[config.mk]
export PLATFORM = sky130hd
export DESIGN_NAME = interval_timer
export DESIGN_NICKNAME = d
export VERILOG_FILES = /design/src/interval_timer_pkg.sv /design/src/interval_timer.sv
export VERILOG_INCLUDE_DIRS = /design/src
export SDC_FILE = /design/constraint.sdc
export NUM_CORES = 1
export LEC_CHECK = 0
export BUFFER_PORTS_ARGS = -buffer_cell sky130_fd_sc_hd__buf_4
export CAP_MARGIN = 40
export CORE_MARGIN = 4
export CORE_UTILIZATION = 45
export CTS_CLUSTER_DIAMETER = 60
export DETAILED_ROUTE_END_ITERATION = 12
export HOLD_SLACK_MARGIN = 0.1
export MAX_ROUTING_LAYER = met4
export SLEW_MARGIN = 0
export SYNTH_ARGS = -nofsm -noshare
export SYNTH_HDL_FRONTEND = slang
export SYNTH_SLANG_ARGS = --single-unit
[constraint.sdc]
create_clock -name sys_clk -period 4.7 [get_ports sys_clk]
set_clock_uncertainty 0.1 [all_clocks]
set_input_delay 0.94 -clock sys_clk [delete_from_list [all_inputs] [get_ports sys_clk]]
set_output_delay 0.94 -clock sys_clk [all_outputs]
set_load 0.01 [all_outputs]
[src/interval_timer_defines.svh]
`ifndef INTERVAL_TIMER_DEFINES_SVH
`define INTERVAL_TIMER_DEFINES_SVH

// Port addresses on the two select inputs
`define ADDR_COUNTER0 2'h0
`define ADDR_COUNTER1 2'h1
`define ADDR_COUNTER2 2'h2
`define ADDR_CONTROL 2'h3

// Control word field positions
`define CW_SEL_HI 7
`define CW_SEL_LO 6
`define CW_FMT_HI 5
`define CW_FMT_LO 4
`define CW_MODE_HI 3
`define CW_MODE_LO 1
`define CW_BCD 0

// Byte access formats
`define FMT_LATCH 2'h0
`define FMT_LOW 2'h1
`define FMT_HIGH 2'h2
`define FMT_BOTH 2'h3
`define SEL_ILLEGAL 2'h3

// Reset values
`define COUNT_RESET 16'h0000
`define MODE_RESET 3'h0

// Pin inputs: chip select, two host strobes and address/data plus clock and gate
`define SYNC_WIDTH 19
// Idle pin levels: select and strobes high
`define SYNC_IDLE 19'h01C00

`endif

[src/interval_timer_pkg.sv]
package interval_timer_pkg;

    typedef enum logic [1:0] {
        PH_IDLE = 2'b00,
        PH_READ = 2'b01,
        PH_WRITE = 2'b10
    } busPhase_t;

    typedef struct packed {
        logic csN;
        logic rdN;
        logic wrN;
        logic [1:0] addr;
        logic [7:0] data;
    } hostBus_t;

    typedef struct packed {
        logic [15:0] cnt;
        logic [15:0] reload;
        logic [15:0] hold;
        logic holdValid;
        logic [2:0] mode;
        logic bcd;
        logic [1:0] fmt;
        logic wrHi;
        logic rdHi;
        logic loadPend;
        logic loadRise;
        logic running;
        logic trig;
        logic out;
        logic gatePrev;
        logic clkPrev;
    } chan_t;

endpackage

[src/interval_timer.sv]
`timescale 1ns/1ps
`include "interval_timer_defines.svh"

// Notes on behaviour
// - Chip select high blocks access, bus floats
// - Chip select never stops counting
// - Byte-wide three-state port for all traffic
// - Read strobe drives selected counter byte
// - Write strobe stores control or count byte
// - Address picks counter; read of 11 floats
// - Write at address 11 stores control word
// - Control word has no read path
// - Each counter is 16-bit presettable down counter
// - Three counters keep independent state
// - Control word selects one counter; 11 illegal
// - Format picks low, high or both bytes
// - Format 00 latches count, keeps format
// - Mode bits decode modes 0 to 5
// - Low bit picks binary or decimal counting
// - State undefined until counter programmed; reset here zeroes it
// - Load completes after clock rise then fall
// - Count readable while running via latch
// - Zero count acts as maximum count
module interval_timer (
    input wire logic sys_clk,
    input wire logic rst,
    input wire interval_timer_pkg::hostBus_t hostBus,
    output logic [7:0] dataOut,
    output logic dataOe,
    input wire logic [2:0] countClk,
    input wire logic [2:0] gate,
    output logic [2:0] timerOut
);
    import interval_timer_pkg::*;

    typedef struct packed {
        logic [`SYNC_WIDTH-1:0] s1;
        logic [`SYNC_WIDTH-1:0] s2;
        logic [`SYNC_WIDTH-1:0] s3;
        logic [`SYNC_WIDTH-1:0] flt;
        busPhase_t phase;
        logic [1:0] addr;
        logic [7:0] data;
        logic [7:0] dataOut;
        logic dataOe;
        chan_t [2:0] ch;
    } state_t;

    state_t state_reg;
    state_t state_next;
    hostBus_t busF;
    logic [2:0] clkF;
    logic [2:0] gateF;

    ////////////////////////////////////////////////////////////////////
    // Down-count by one, binary or four decades
    function automatic logic [15:0] decCount(input logic [15:0] v,
                                             input logic bcd);
        logic [15:0] r;
        logic borrow;
        r = v;
        borrow = 1'b1;
        if (!bcd) begin
            r = v - 16'h0001;
        end else begin
            for (int k = 0; k < 4; k++) begin
                if (borrow) begin
                    if (r[4*k +: 4] == 4'h0) begin
                        r[4*k +: 4] = 4'h9;
                    end else begin
                        r[4*k +: 4] = r[4*k +: 4] - 4'h1;
                        borrow = 1'b0;
                    end
                end
            end
        end
        return r;
    endfunction

    // Top bit ignored for modes 2 and 3
    function automatic logic [2:0] modeDecode(input logic [2:0] m);
        return m[1] ? {1'b0, m[1:0]} : m;
    endfunction

    // Byte of a counter that a read returns
    function automatic logic [7:0] readByte(input chan_t c);
        logic [15:0] src;
        src = c.holdValid ? c.hold : c.cnt;
        if (c.fmt == `FMT_HIGH || (c.fmt == `FMT_BOTH && c.rdHi)) begin
            return src[15:8];
        end
        return src[7:0];
    endfunction

    assign busF = state_reg.flt[12:0];
    assign gateF = state_reg.flt[15:13];
    assign clkF = state_reg.flt[18:16];
    assign dataOut = state_reg.dataOut;
    assign dataOe = state_reg.dataOe;
    assign timerOut = {state_reg.ch[2].out, state_reg.ch[1].out,
                       state_reg.ch[0].out};

    ////////////////////////////////////////////////////////////////////
    always_comb begin
        logic [7:0] wd;
        logic [1:0] sel;
        logic rise;
        logic fall;
        logic [15:0] d;
        logic [15:0] step;
        wd = state_reg.data;
        sel = wd[`CW_SEL_HI:`CW_SEL_LO];
        rise = 1'b0;
        fall = 1'b0;
        d = 16'h0000;
        step = 16'h0000;
        state_next = state_reg;
        state_next.s1 = {countClk, gate, hostBus};
        state_next.s2 = state_reg.s1;
        state_next.s3 = state_reg.s2;
        state_next.flt = (state_reg.s2 & state_reg.s3) |
            (state_reg.flt & (state_reg.s2 ^ state_reg.s3));

        unique case (state_reg.phase)
            PH_IDLE: begin
                state_next.dataOe = 1'b0;
                state_next.addr = busF.addr;
                if (!busF.csN && !busF.wrN) begin
                    state_next.phase = PH_WRITE;
                end else if (!busF.csN && !busF.rdN) begin
                    state_next.phase = PH_READ;
                end
            end
            PH_READ: begin
                // address 11 read leaves the bus floating
                if (busF.csN || busF.rdN) begin
                    state_next.dataOe = 1'b0;
                    state_next.phase = PH_IDLE;
                    for (int i = 0; i < 3; i++) begin
                        if (state_reg.addr == 2'(i)) begin
                            if (state_reg.ch[i].fmt == `FMT_BOTH &&
                                !state_reg.ch[i].rdHi) begin
                                state_next.ch[i].rdHi = 1'b1;
                            end else begin
                                state_next.ch[i].rdHi = 1'b0;
                                state_next.ch[i].holdValid = 1'b0;
                            end
                        end
                    end
                end else begin
                    state_next.addr = busF.addr;
                    state_next.dataOe = 1'b0;
                    for (int i = 0; i < 3; i++) begin
                        if (busF.addr == 2'(i)) begin
                            state_next.dataOut = readByte(state_reg.ch[i]);
                            state_next.dataOe = 1'b1;
                        end
                    end
                end
            end
            PH_WRITE: begin
                if (busF.wrN) begin
                    state_next.phase = PH_IDLE;
                    // control word goes only to the counter state
                    if (state_reg.addr == `ADDR_CONTROL &&
                        sel != `SEL_ILLEGAL) begin
                        for (int i = 0; i < 3; i++) begin
                            if (sel == 2'(i)) begin
                                if (wd[`CW_FMT_HI:`CW_FMT_LO] == `FMT_LATCH)
                                begin
                                    if (!state_reg.ch[i].holdValid) begin
                                        state_next.ch[i].hold =
                                            state_reg.ch[i].cnt;
                                        state_next.ch[i].holdValid = 1'b1;
                                    end
                                end else begin
                                    state_next.ch[i].mode = modeDecode(
                                        wd[`CW_MODE_HI:`CW_MODE_LO]);
                                    state_next.ch[i].bcd = wd[`CW_BCD];
                                    state_next.ch[i].fmt =
                                        wd[`CW_FMT_HI:`CW_FMT_LO];
                                    state_next.ch[i].wrHi = 1'b0;
                                    state_next.ch[i].rdHi = 1'b0;
                                    state_next.ch[i].holdValid = 1'b0;
                                    state_next.ch[i].loadPend = 1'b0;
                                    state_next.ch[i].loadRise = 1'b0;
                                    state_next.ch[i].running = 1'b0;
                                    state_next.ch[i].trig = 1'b0;
                                    state_next.ch[i].out = modeDecode(
                                        wd[`CW_MODE_HI:`CW_MODE_LO]) !=
                                        `MODE_RESET;
                                end
                            end
                        end
                    end
                    // count byte into the addressed counter
                    for (int i = 0; i < 3; i++) begin
                        if (state_reg.addr == 2'(i)) begin
                            unique case (state_reg.ch[i].fmt)
                                `FMT_LOW: begin
                                    state_next.ch[i].reload = {8'h00, wd};
                                    state_next.ch[i].loadPend = 1'b1;
                                end
                                `FMT_HIGH: begin
                                    state_next.ch[i].reload = {wd, 8'h00};
                                    state_next.ch[i].loadPend = 1'b1;
                                end
                                `FMT_BOTH: begin
                                    if (!state_reg.ch[i].wrHi) begin
                                        state_next.ch[i].reload[7:0] = wd;
                                        state_next.ch[i].wrHi = 1'b1;
                                        if (state_reg.ch[i].mode == 3'h0) begin
                                            state_next.ch[i].running = 1'b0;
                                        end
                                    end else begin
                                        state_next.ch[i].reload[15:8] = wd;
                                        state_next.ch[i].wrHi = 1'b0;
                                        state_next.ch[i].loadPend = 1'b1;
                                    end
                                end
                                default: begin
                                end
                            endcase
                        end
                    end
                end else begin
                    state_next.addr = busF.addr;
                    state_next.data = busF.data;
                end
            end
            default: begin
                state_next.phase = PH_IDLE;
            end
        endcase

        ////////////////////////////////////////////////////////////////
        // counters never look at chip select
        // each channel works from its own state
        for (int i = 0; i < 3; i++) begin
            rise = clkF[i] && !state_reg.ch[i].clkPrev;
            fall = !clkF[i] && state_reg.ch[i].clkPrev;
            state_next.ch[i].clkPrev = clkF[i];
            state_next.ch[i].gatePrev = gateF[i];
            if (gateF[i] && !state_reg.ch[i].gatePrev &&
                state_reg.ch[i].mode != 3'h0 && state_reg.ch[i].mode != 3'h4)
            begin
                state_next.ch[i].trig = 1'b1;
            end
            if ((state_reg.ch[i].mode == 3'h2 ||
                 state_reg.ch[i].mode == 3'h3) && !gateF[i]) begin
                state_next.ch[i].out = 1'b1;
            end
            // pending load needs a rising then a falling edge
            if (state_reg.ch[i].loadPend && rise) begin
                state_next.ch[i].loadRise = 1'b1;
            end
            if (state_reg.ch[i].loadRise && fall) begin
                state_next.ch[i].cnt = state_reg.ch[i].reload;
                state_next.ch[i].loadPend = 1'b0;
                state_next.ch[i].loadRise = 1'b0;
                state_next.ch[i].running = 1'b1;
                if (state_reg.ch[i].mode == 3'h0) begin
                    state_next.ch[i].out = 1'b0;
                end
            end else if (fall && state_reg.ch[i].running) begin
                // down count; zero wraps to the maximum
                d = decCount(state_reg.ch[i].cnt, state_reg.ch[i].bcd);
                unique case (state_reg.ch[i].mode)
                    3'h0, 3'h4: begin
                        if (gateF[i]) begin
                            state_next.ch[i].cnt = d;
                            if (state_reg.ch[i].mode == 3'h0) begin
                                state_next.ch[i].out =
                                    state_reg.ch[i].out || d == 16'h0000;
                            end else begin
                                state_next.ch[i].out = d != 16'h0000;
                            end
                        end
                    end
                    3'h1, 3'h5: begin
                        if (state_reg.ch[i].trig) begin
                            state_next.ch[i].cnt = state_reg.ch[i].reload;
                            state_next.ch[i].trig = 1'b0;
                            state_next.ch[i].out =
                                state_reg.ch[i].mode != 3'h1;
                        end else begin
                            state_next.ch[i].cnt = d;
                            if (state_reg.ch[i].mode == 3'h1) begin
                                state_next.ch[i].out =
                                    state_reg.ch[i].out || d == 16'h0000;
                            end else begin
                                state_next.ch[i].out = d != 16'h0000;
                            end
                        end
                    end
                    3'h2: begin
                        if (state_reg.ch[i].trig) begin
                            state_next.ch[i].cnt = state_reg.ch[i].reload;
                            state_next.ch[i].trig = 1'b0;
                        end else if (gateF[i]) begin
                            if (state_reg.ch[i].cnt == 16'h0001) begin
                                state_next.ch[i].cnt = state_reg.ch[i].reload;
                                state_next.ch[i].out = 1'b1;
                            end else begin
                                state_next.ch[i].cnt = d;
                                state_next.ch[i].out = d != 16'h0001;
                            end
                        end
                    end
                    3'h3: begin
                        step = !state_reg.ch[i].cnt[0] ? 16'h0002 :
                            (state_reg.ch[i].out ? 16'h0001 : 16'h0003);
                        if (state_reg.ch[i].trig) begin
                            state_next.ch[i].cnt = state_reg.ch[i].reload;
                            state_next.ch[i].trig = 1'b0;
                        end else if (gateF[i]) begin
                            if (state_reg.ch[i].cnt != 16'h0000 &&
                                state_reg.ch[i].cnt <= step) begin
                                state_next.ch[i].cnt = state_reg.ch[i].reload;
                                state_next.ch[i].out = !state_reg.ch[i].out;
                            end else begin
                                state_next.ch[i].cnt = decCount(
                                    state_reg.ch[i].cnt, state_reg.ch[i].bcd);
                                if (step != 16'h0001) begin
                                    state_next.ch[i].cnt = decCount(
                                        state_next.ch[i].cnt,
                                        state_reg.ch[i].bcd);
                                end
                                if (step == 16'h0003) begin
                                    state_next.ch[i].cnt = decCount(
                                        state_next.ch[i].cnt,
                                        state_reg.ch[i].bcd);
                                end
                            end
                        end
                    end
                    default: begin
                    end
                endcase
            end
        end
    end

    always_ff @(posedge sys_clk) begin
        if (rst) begin
            state_reg <= '0;
            state_reg.s1 <= `SYNC_IDLE;
            state_reg.s2 <= `SYNC_IDLE;
            state_reg.s3 <= `SYNC_IDLE;
            state_reg.flt <= `SYNC_IDLE;
        end else begin
            state_reg <= state_next;
        end
    end

    generate
        for (genvar g = 0; g < 3; g++) begin : gChk

        end
    endgenerate
endmodule

==> qor.log, run 1 <==
qor: power.power_switching_share 24.1%
qor: synthesis.async_reset_ff_share 0%
qor: synthesis.synthesized_cell_area 20300 µm²
qor: job.maxCapViolCount 0
qor: floorplanning.initial_utilization 45.7%
qor: cts.cts_buffer_depth 3
qor: synthesis.synth.ff_latch_count 289
qor: placement.hpwlAfterDp 57000 µm
qor: hold_path.min_path_type reg -> reg
qor: synthesis.cell_type_with_the_largest_total_area_after_synthesis sky130_fd_sc_hd__dfxtp_1
qor: detailed_routing.drt_iter0_markers 2225
qor: placement.port_buffers 32
qor: final_layout.postLayoutCoreUtil 51.5%
qor: floorplanning.rows 77
qor: worst_setup_path.crit_path_end_kind register
qor: power.seq_power_share 44.7%
qor: synthesis.seq_area_frac_synth 28.6%
qor: global_route.maximum_number_of_pins_on_one_net_before_global_route_repair 116
qor: synthesis.synth_cell_types 111
qor: sta.final.setup.tns 0 ns
qor: floorplanning.floorplan.die.width 220 µm
qor: synthesis.post_synth_mux_area_share 5.42%
qor: synthesis.synth-adder-area-share 3.40%
qor: cts.tritoncts built
qor: detailed_routing.postRouteAntennaNets 0
qor: worst_setup_path.critPathRequiredTime 5.08 ns
qor: sta.hold_violations 0
qor: placement.number_of_placed_cells_counting_well_taps 3277
qor: power.power.combinational.fraction 2.2%
qor: final_layout.design_area 22800 µm²
qor: sta.slew_violations 0
qor: synthesis.synth_top_family_by_area simple AND/OR/NAND/NOR gates
qor: detailed_routing.remaining_drc_errors 0
qor: power.worst_ir_drop_vdd 307 µV
qor: detailed_routing.wl_per_cell 22.8 µm
qor: sta.rsz0062_at_grt no
qor: synthesis.synth_simple_gate_area_share 29.1%
qor: final_layout.final_cell_count_no_fill 3346
qor: sta.fmax 230 MHz
qor: synthesis.synth_top_cells_by_area sky130_fd_sc_hd__dfxtp_1 (29%), sky130_fd_sc_hd__a21oi_1 (7.7%), sky130_fd_sc_hd__nor2_1 (5.4%)
qor: cts.cts_buffers 40
qor: global_route.via_count_of_the_first_global_routing_pass 19900
qor: cts.clock_latency_on_the_worst_skew_pair 0.60 ns
qor: synthesis.synth_warnings 0
qor: global_route.grt_pass1_wl 117000 µm
qor: floorplanning.area_of_the_die 48500 µm²
qor: synthesis.syn_nets 2795
qor: final_layout.number_of_antenna_diodes 0
qor: global_route.grt_overflow 0
qor: cts.clkSinkCount 289
qor: synthesis.synthesis.area_per_instance 7.45 µm²
qor: final_layout.max_reg_flops 220
qor: cts.root_buffer_cell sky130_fd_sc_hd__clkbuf_16
qor: global_route.overall_track_demand_over_capacity_in_global_routing 31.6%
qor: power.clock_power_share 53.1%
qor: final_layout.fin_nets 2803
qor: final_layout.fillers 4334
qor: cts.clk_pin_slew_worst_paths 0.05 ns
qor: synthesis.synthDominantCellAreaShare 28.6%
qor: sta.tightestPinTransition 0.977 ns
qor: placement.placement_cell_area 21500 µm²
qor: power.cellPowerDensity 244 nW/µm²
qor: sta.fin_worst_hold_slack 0.311 ns
qor: sta.timing.final.crit_period 4.34 ns
qor: final_layout.area_growth 12.7%
qor: worst_setup_path.worst_path_maximum_fanout 11
qor: final_layout.post_route_cells_drive_above_1_share 12.9%
qor: synthesis.synth_enable_flop_cells 0
qor: power.power_switching 1.34 mW
qor: cts.cts_hold_buf 0
qor: floorplanning.boundaryPins 33
qor: power.power.static_leakage 8.15 nW
qor: detailed_routing.vias 21600
qor: floorplanning.die_h 220 µm
qor: power.internal_power 4.22 mW
qor: floorplanning.fp.coreArea 44300 µm²
qor: global_route.antenna_violations_before_repair 0
qor: worst_setup_path.startpoint_type register
qor: sta.finalSetupViolations 0
qor: synthesis.synth-xor-area-share 2.16%
qor: detailed_routing.vias_per_cell 6.46
qor: placement.globalplace.congestion 1.02
qor: synthesis.syn-instance-count 2719
qor: detailed_routing.drt-total-wl 76400 µm
qor: synthesis.yosysMostFrequentCell sky130_fd_sc_hd__a21oi_1
qor: synthesis.synth.cells.most_frequent sky130_fd_sc_hd__a21oi_1 (311), sky130_fd_sc_hd__nor2_1 (294), sky130_fd_sc_hd__dfxtp_1 (289)
qor: worst_setup_path.criticalPathCategory reg -> reg
qor: worst_setup_path.critical_path_arrival 4.73 ns
qor: sta.period_share 92.4%
qor: outcome.outcome complete, no violations
qor: synthesis.synth-main-ff-cell sky130_fd_sc_hd__dfxtp_1
qor: sta.timing.slew.headroom 34.7%
qor: detailed_routing.detail_route.first_pass.iterations 6
qor: cts.ctsHtreeMaxLevel 2
qor: synthesis.synth_compound_gate_area_share 25.9%
worst max-delay path, stage by stage, from the launching register on:
cell                       delay [ns]
sky130_fd_sc_hd__dfxtp_1         0.40
sky130_fd_sc_hd__inv_1           0.15
sky130_fd_sc_hd__ha_1            0.36
sky130_fd_sc_hd__or3b_1          0.49
sky130_fd_sc_hd__a221oi_1        0.44
sky130_fd_sc_hd__o21a_1          0.31
sky130_fd_sc_hd__nand2_1         0.19
sky130_fd_sc_hd__nor3_1          0.25
sky130_fd_sc_hd__mux2i_1         0.56
sky130_fd_sc_hd__ha_1            0.29
sky130_fd_sc_hd__nand2_1         0.05
sky130_fd_sc_hd__o21ai_0         0.27
sky130_fd_sc_hd__o311ai_0        0.20
sky130_fd_sc_hd__a31oi_1         0.19
logic make-up (layout without fill, tap and decap cells):
group                      count (synthesis)  after routing
AOI/OAI and AO/OA                        804            804
adders and majority gates                 55             55
DFF                                      289            289
and+or+nand+nor                         1173           1173
buffers and inverters                    271            306
muxes                                     77             77
xor gates and xnor gates                  50             50
final cells by class:
| cell class | instances | area, µm² | area share [%] |
|---|---|---|---|
| multi-input cells | 2159 | 13400 | 58.9 |
| repair buffers | 171 | 1310 | 5.75 |
| clock buffers | 51 | 1070 | 4.70 |
| clock inverters | 18 | 220 | 0.965 |
| well taps | 592 | 741 | 3.25 |
| flip-flops and latches | 289 | 5790 | 25.4 |
| inverters | 66 | 248 | 1.09 |
repair_timing:
action | 4_1_cts | 5_1_grt
setup buffers | 0 | 0
gates resized for setup | 0 | 1
endpoints found under the setup margin | 0 | 4
power groups by stage:
stage | Clock, mW | Combinational, mW | Sequential (mW)
2_1_floorplan | 0 | 0.0801 | 2.53
3_3_place_gp | 0 | 0.121 | 2.54
3_5_place_dp | 0 | 0.123 | 2.54
4_1_cts | 3.02 | 0.123 | 2.49
5_1_grt | 3.13 | 0.136 | 2.49
6_report | 2.95 | 0.124 | 2.49
layer usage:
metal	global-route usage (%)	vias to the layer above	share of wire, %
met3	4.82	199	9.1
met2	47.6	1082	44
met5	-	-	0
met1	43.7	10300	44
met4	10.2	0	3.5
li1	-	10000	-
through the flow:
step | power (mW) | setup WS, ns
final | 5.56 | 0.357
after global routing | 5.75 | 0.0185
after CTS | 5.63 | 0.415
after detailed placement | 2.66 | 0.448
after global placement | 2.66 | 0.545
after floorplan | 2.61 | 0.358
layout by cell type, fill, tap and decap left out, drive strengths merged, types with 25 or more instances in the layout:
cell,n
a21oi,313
a221oi,27
a31oi,32
and2,26
and3,25
buf,171
clkbuf,51
dfxtp,289
ha,55
inv,68
mux2i,38
nand2,255
nand2b,31
nand3,124
nand4,25
nor2,294
nor2b,87
nor3,122
nor4,44
o211ai,39
o21ai,136
or2,33
or3,25
xnor2,29
worst paths after layout:
check / startpoint / endpoint / slack (ns) / cells after the start
worst max-delay path: state_reg[177] / state_reg[188] / 0.36 / 13
worst min-delay path: state_next[263] / state_next[244] / 0.31 / 1
worst max register to register: state_reg[177] / state_reg[188] / 0.36 / 13
worst min register to register: state_next[263] / state_next[244] / 0.31 / 1
(Power assumes the default switching activity.)
==> run 2: changes to the inputs <==
CORE_ASPECT_RATIO = 2   (was unset)
REMOVE_ABC_BUFFERS = 1   (was unset)
==> qor.log, run 2 (synthesized netlist as in run 1, its figures left out) <==
qor: detailed_routing.wl_per_cell 24.7 µm [+8.3%]
qor: worst_setup_path.worst_path_maximum_fanout 14 [+3]
qor: global_route.grt_pass1_wl 123000 µm [+5.1%]
qor: detailed_routing.postRouteAntennaNets 0 [unchanged]
qor: global_route.maximum_number_of_pins_on_one_net_before_global_route_repair 127 [+9.5%]
qor: detailed_routing.vias_per_cell 6.64 [+2.7%]
qor: detailed_routing.drt-total-wl 81400 µm [+6.5%]
qor: final_layout.layout_common_cells sky130_fd_sc_hd__a21oi_1 (311), sky130_fd_sc_hd__nor2_1 (294), sky130_fd_sc_hd__dfxtp_1 (289)
qor: worst_setup_path.cp_cell_sequence inv_1 > ha_1 > buf_4 > or3b_1 > a221oi_1 > o21a_1 > nand2_1 > nor3_1 > mux2i_1 > ha_1 > nand2_1 > o21ai_0 > o311ai_0 > a31oi_1
qor: cts.clk_pin_slew_worst_paths 0.06 ns [about the same]
qor: worst_setup_path.crit_path_end_kind register
qor: sta.timing.final.crit_period 4.34 ns [-0.000745 ns]
qor: placement.hpwlAfterDp 62100 µm [+9.1%]
qor: hold_path.min_delay_path_depth 1 [unchanged]
qor: floorplanning.rows 109 [+42%]
qor: power.cellPowerDensity 226 nW/µm² [-7.3%]
qor: outcome.outcome complete, no violations
qor: placement.number_of_placed_cells_counting_well_taps 3232 [-1.4%]
qor: cts.tritoncts built
qor: power.power.static_leakage 8.01 nW [-1.7%]
qor: power.clock_power_share 48.5% [-4.6 points]
qor: floorplanning.die_h 308 µm [+40%]
qor: worst_setup_path.worst_flop_to_flop_path_startpoint state_reg[177]
qor: sta.hold_violations 0 [unchanged]
qor: sta.rsz0062_at_grt no
qor: final_layout.final_common_cell sky130_fd_sc_hd__a21oi_1
qor: final_layout.area_growth 10.9%
qor: sta.tightestPinTransition 0.933 ns [-0.0436 ns]
qor: cts.root_buffer_cell sky130_fd_sc_hd__clkbuf_16
qor: global_route.antenna_violations_before_repair 0 [unchanged]
qor: global_route.via_count_of_the_first_global_routing_pass 21300 [+7.4%]
qor: cts.ctsHtreeMaxLevel 1 [-1]
qor: worst_setup_path.startpoint_type register
qor: worst_setup_path.worst-path-buf-inv 2 [+1]
qor: worst_setup_path.critical-path-max-stage-delay 0.47 ns [-0.09 ns]
qor: final_layout.post_route_cells_drive_above_1_share 12.5% [-0.41 points]
qor: power.internal_power 3.85 mW [-8.9%]
qor: detailed_routing.remaining_drc_errors 0 [unchanged]
qor: sta.fmax 230 MHz [about the same]
qor: floorplanning.fp.coreArea 44300 µm² [about the same]
qor: sta.slew_violations 0 [unchanged]
qor: cts.clock_latency_on_the_worst_skew_pair 0.62 ns [+0.02 ns]
qor: power.power_switching_share 24.2% [+0.11 points]
qor: worst_setup_path.critPathRequiredTime 5.09 ns [about the same]
qor: power.worst_ir_drop_vdd 363 µV [+18%]
qor: power.power.combinational.fraction 2.6% [+0.4 points]
qor: sta.final.setup.tns 0 ns [unchanged]
qor: worst_setup_path.cp_slowest_cell sky130_fd_sc_hd__or3b_1
qor: worst_setup_path.cpLargestDelayFamily compound AO/OA/AOI/OAI gates
qor: final_layout.postLayoutCoreUtil 50.7% [-0.83 points]
qor: cts.postCtsResizedCells 0 [unchanged]
qor: floorplanning.initial_utilization 45.7% [about the same]
qor: final_layout.max_reg_flops 220 [unchanged]
qor: worst_setup_path.critical_path_depth 14 [+1]
qor: placement.port_buffers 32 [unchanged]
qor: placement.placement.setup.worst_slack 0.490 ns [+0.0421 ns]
qor: detailed_routing.drt_iter0_markers 1828 [-18%]
qor: sta.finalSetupViolations 0 [unchanged]
qor: job.maxCapViolCount 0 [unchanged]
qor: hold_path.worstHoldStart state_next[261]
qor: worst_setup_path.worst_setup_path_startpoint state_reg[177]
qor: worst_setup_path.critical_path_arrival 4.73 ns [about the same]
qor: hold_path.min_path_type reg -> reg
qor: final_layout.final_cell_count_no_fill 3288 [-1.7%]
qor: sta.timing.slew.headroom 37.7% [+3.0 points]
qor: floorplanning.boundaryPins 33 [unchanged]
qor: placement.globalplace.congestion 1.08 [+5.6%]
qor: sta.period_share 92.4% [about the same]
qor: worst_setup_path.criticalPathCategory reg -> reg
qor: cts.clkSinkCount 289 [unchanged]
qor: cts.cts_hold_buf 0 [unchanged]
qor: global_route.overall_track_demand_over_capacity_in_global_routing 33.5% [+1.9 points]
qor: detailed_routing.vias 21800 [+0.90%]
qor: cts.cts_buffer_depth 3 [unchanged]
qor: floorplanning.area_of_the_die 48700 µm² [+0.43%]
qor: power.seq_power_share 48.9% [+4.2 points]
qor: worst_setup_path.worst-r2r-cell-count 14 [+1]
qor: cts.cts_buffers 30 [-25%]
qor: global_route.grt_overflow 0 [unchanged]
qor: sta.fin_ws 0.358 ns [+0.000745 ns]
qor: floorplanning.floorplan.die.width 158 µm [-28%]
qor: final_layout.number_of_antenna_diodes 0 [unchanged]
qor: cts.post_cts_buffers 0 [unchanged]
qor: sta.fin_worst_hold_slack 0.311 ns [-0.000214 ns]
qor: power.power_switching 1.23 mW [-8.3%]
qor: final_layout.fin_nets 2785 [-0.64%]
qor: detailed_routing.detail_route.first_pass.iterations 6 [unchanged]
[run 2: cell count changes in the layout (fill, tap and decap cells not counted), sizes merged]
cell,delta
bufinv,-1
buf,-8
inv,-1
clkinvlp,-3
clkinv,+5
clkbuf,-13
[run 2: worst register-to-register path, cell delays in order (launching register included)]
cell and delay (ns):
sky130_fd_sc_hd__dfxtp_1 0.40, sky130_fd_sc_hd__inv_1 0.15, sky130_fd_sc_hd__ha_1 0.18, sky130_fd_sc_hd__buf_4 0.19, sky130_fd_sc_hd__or3b_1 0.47, sky130_fd_sc_hd__a221oi_1 0.48
sky130_fd_sc_hd__o21a_1 0.40, sky130_fd_sc_hd__nand2_1 0.22, sky130_fd_sc_hd__nor3_1 0.28, sky130_fd_sc_hd__mux2i_1 0.46, sky130_fd_sc_hd__ha_1 0.27, sky130_fd_sc_hd__nand2_1 0.05
sky130_fd_sc_hd__o21ai_0 0.20, sky130_fd_sc_hd__o311ai_0 0.20, sky130_fd_sc_hd__a31oi_1 0.20
[run 2: power by group through the flow]
stage,Sequential [mW],Clock [mW],Combinational (mW)
floorplan,2.54,0,0.0448
global placement,2.54,0,0.126
detailed placement,2.54,0,0.131
CTS,2.48,2.51,0.132
global route,2.48,2.60,0.144
finish,2.48,2.46,0.133
[run 2: cell type report]
| cell class | count | area, µm² |
|---|---|---|
| inverter | 66 | 248 |
| fill | 4349 | 21900 |
| clock buffer | 38 | 861 |
| multi-input combinational | 2159 | 13400 |
| tap | 555 | 694 |
| sequential | 289 | 5790 |
| timing repair buffer | 163 | 1250 |
| clock inverter | 18 | 175 |
[run 2: per-layer routing]
layer / share of wire (%) / wire length, µm / track usage, %
met1: 33 / 26700 / 32.3
met2: 50 / 40900 / 58.2
met3: 5.8 / 4690 / 4.23
met4: 11 / 9000 / 28.4
met5: 0 / 0 / -
[run 2: worst paths after layout]
kind	endpoint	slack [ns]
min reg2reg	state_next[242]	0.31
max	state_reg[188]	0.36
max reg2reg	state_reg[188]	0.36
min	state_next[242]	0.31
[run 2: metrics by stage]
| stage | power [mW] | area [µm²] |
|---|---|---|
| 2_1_floorplan | 2.58 | 19400 |
| 3_3_place_gp | 2.66 | 21300 |
| 3_5_place_dp | 2.67 | 21400 |
| 4_1_cts | 5.12 | 22400 |
| 5_1_grt | 5.23 | 22500 |
| 6_report | 5.08 | 22500 |
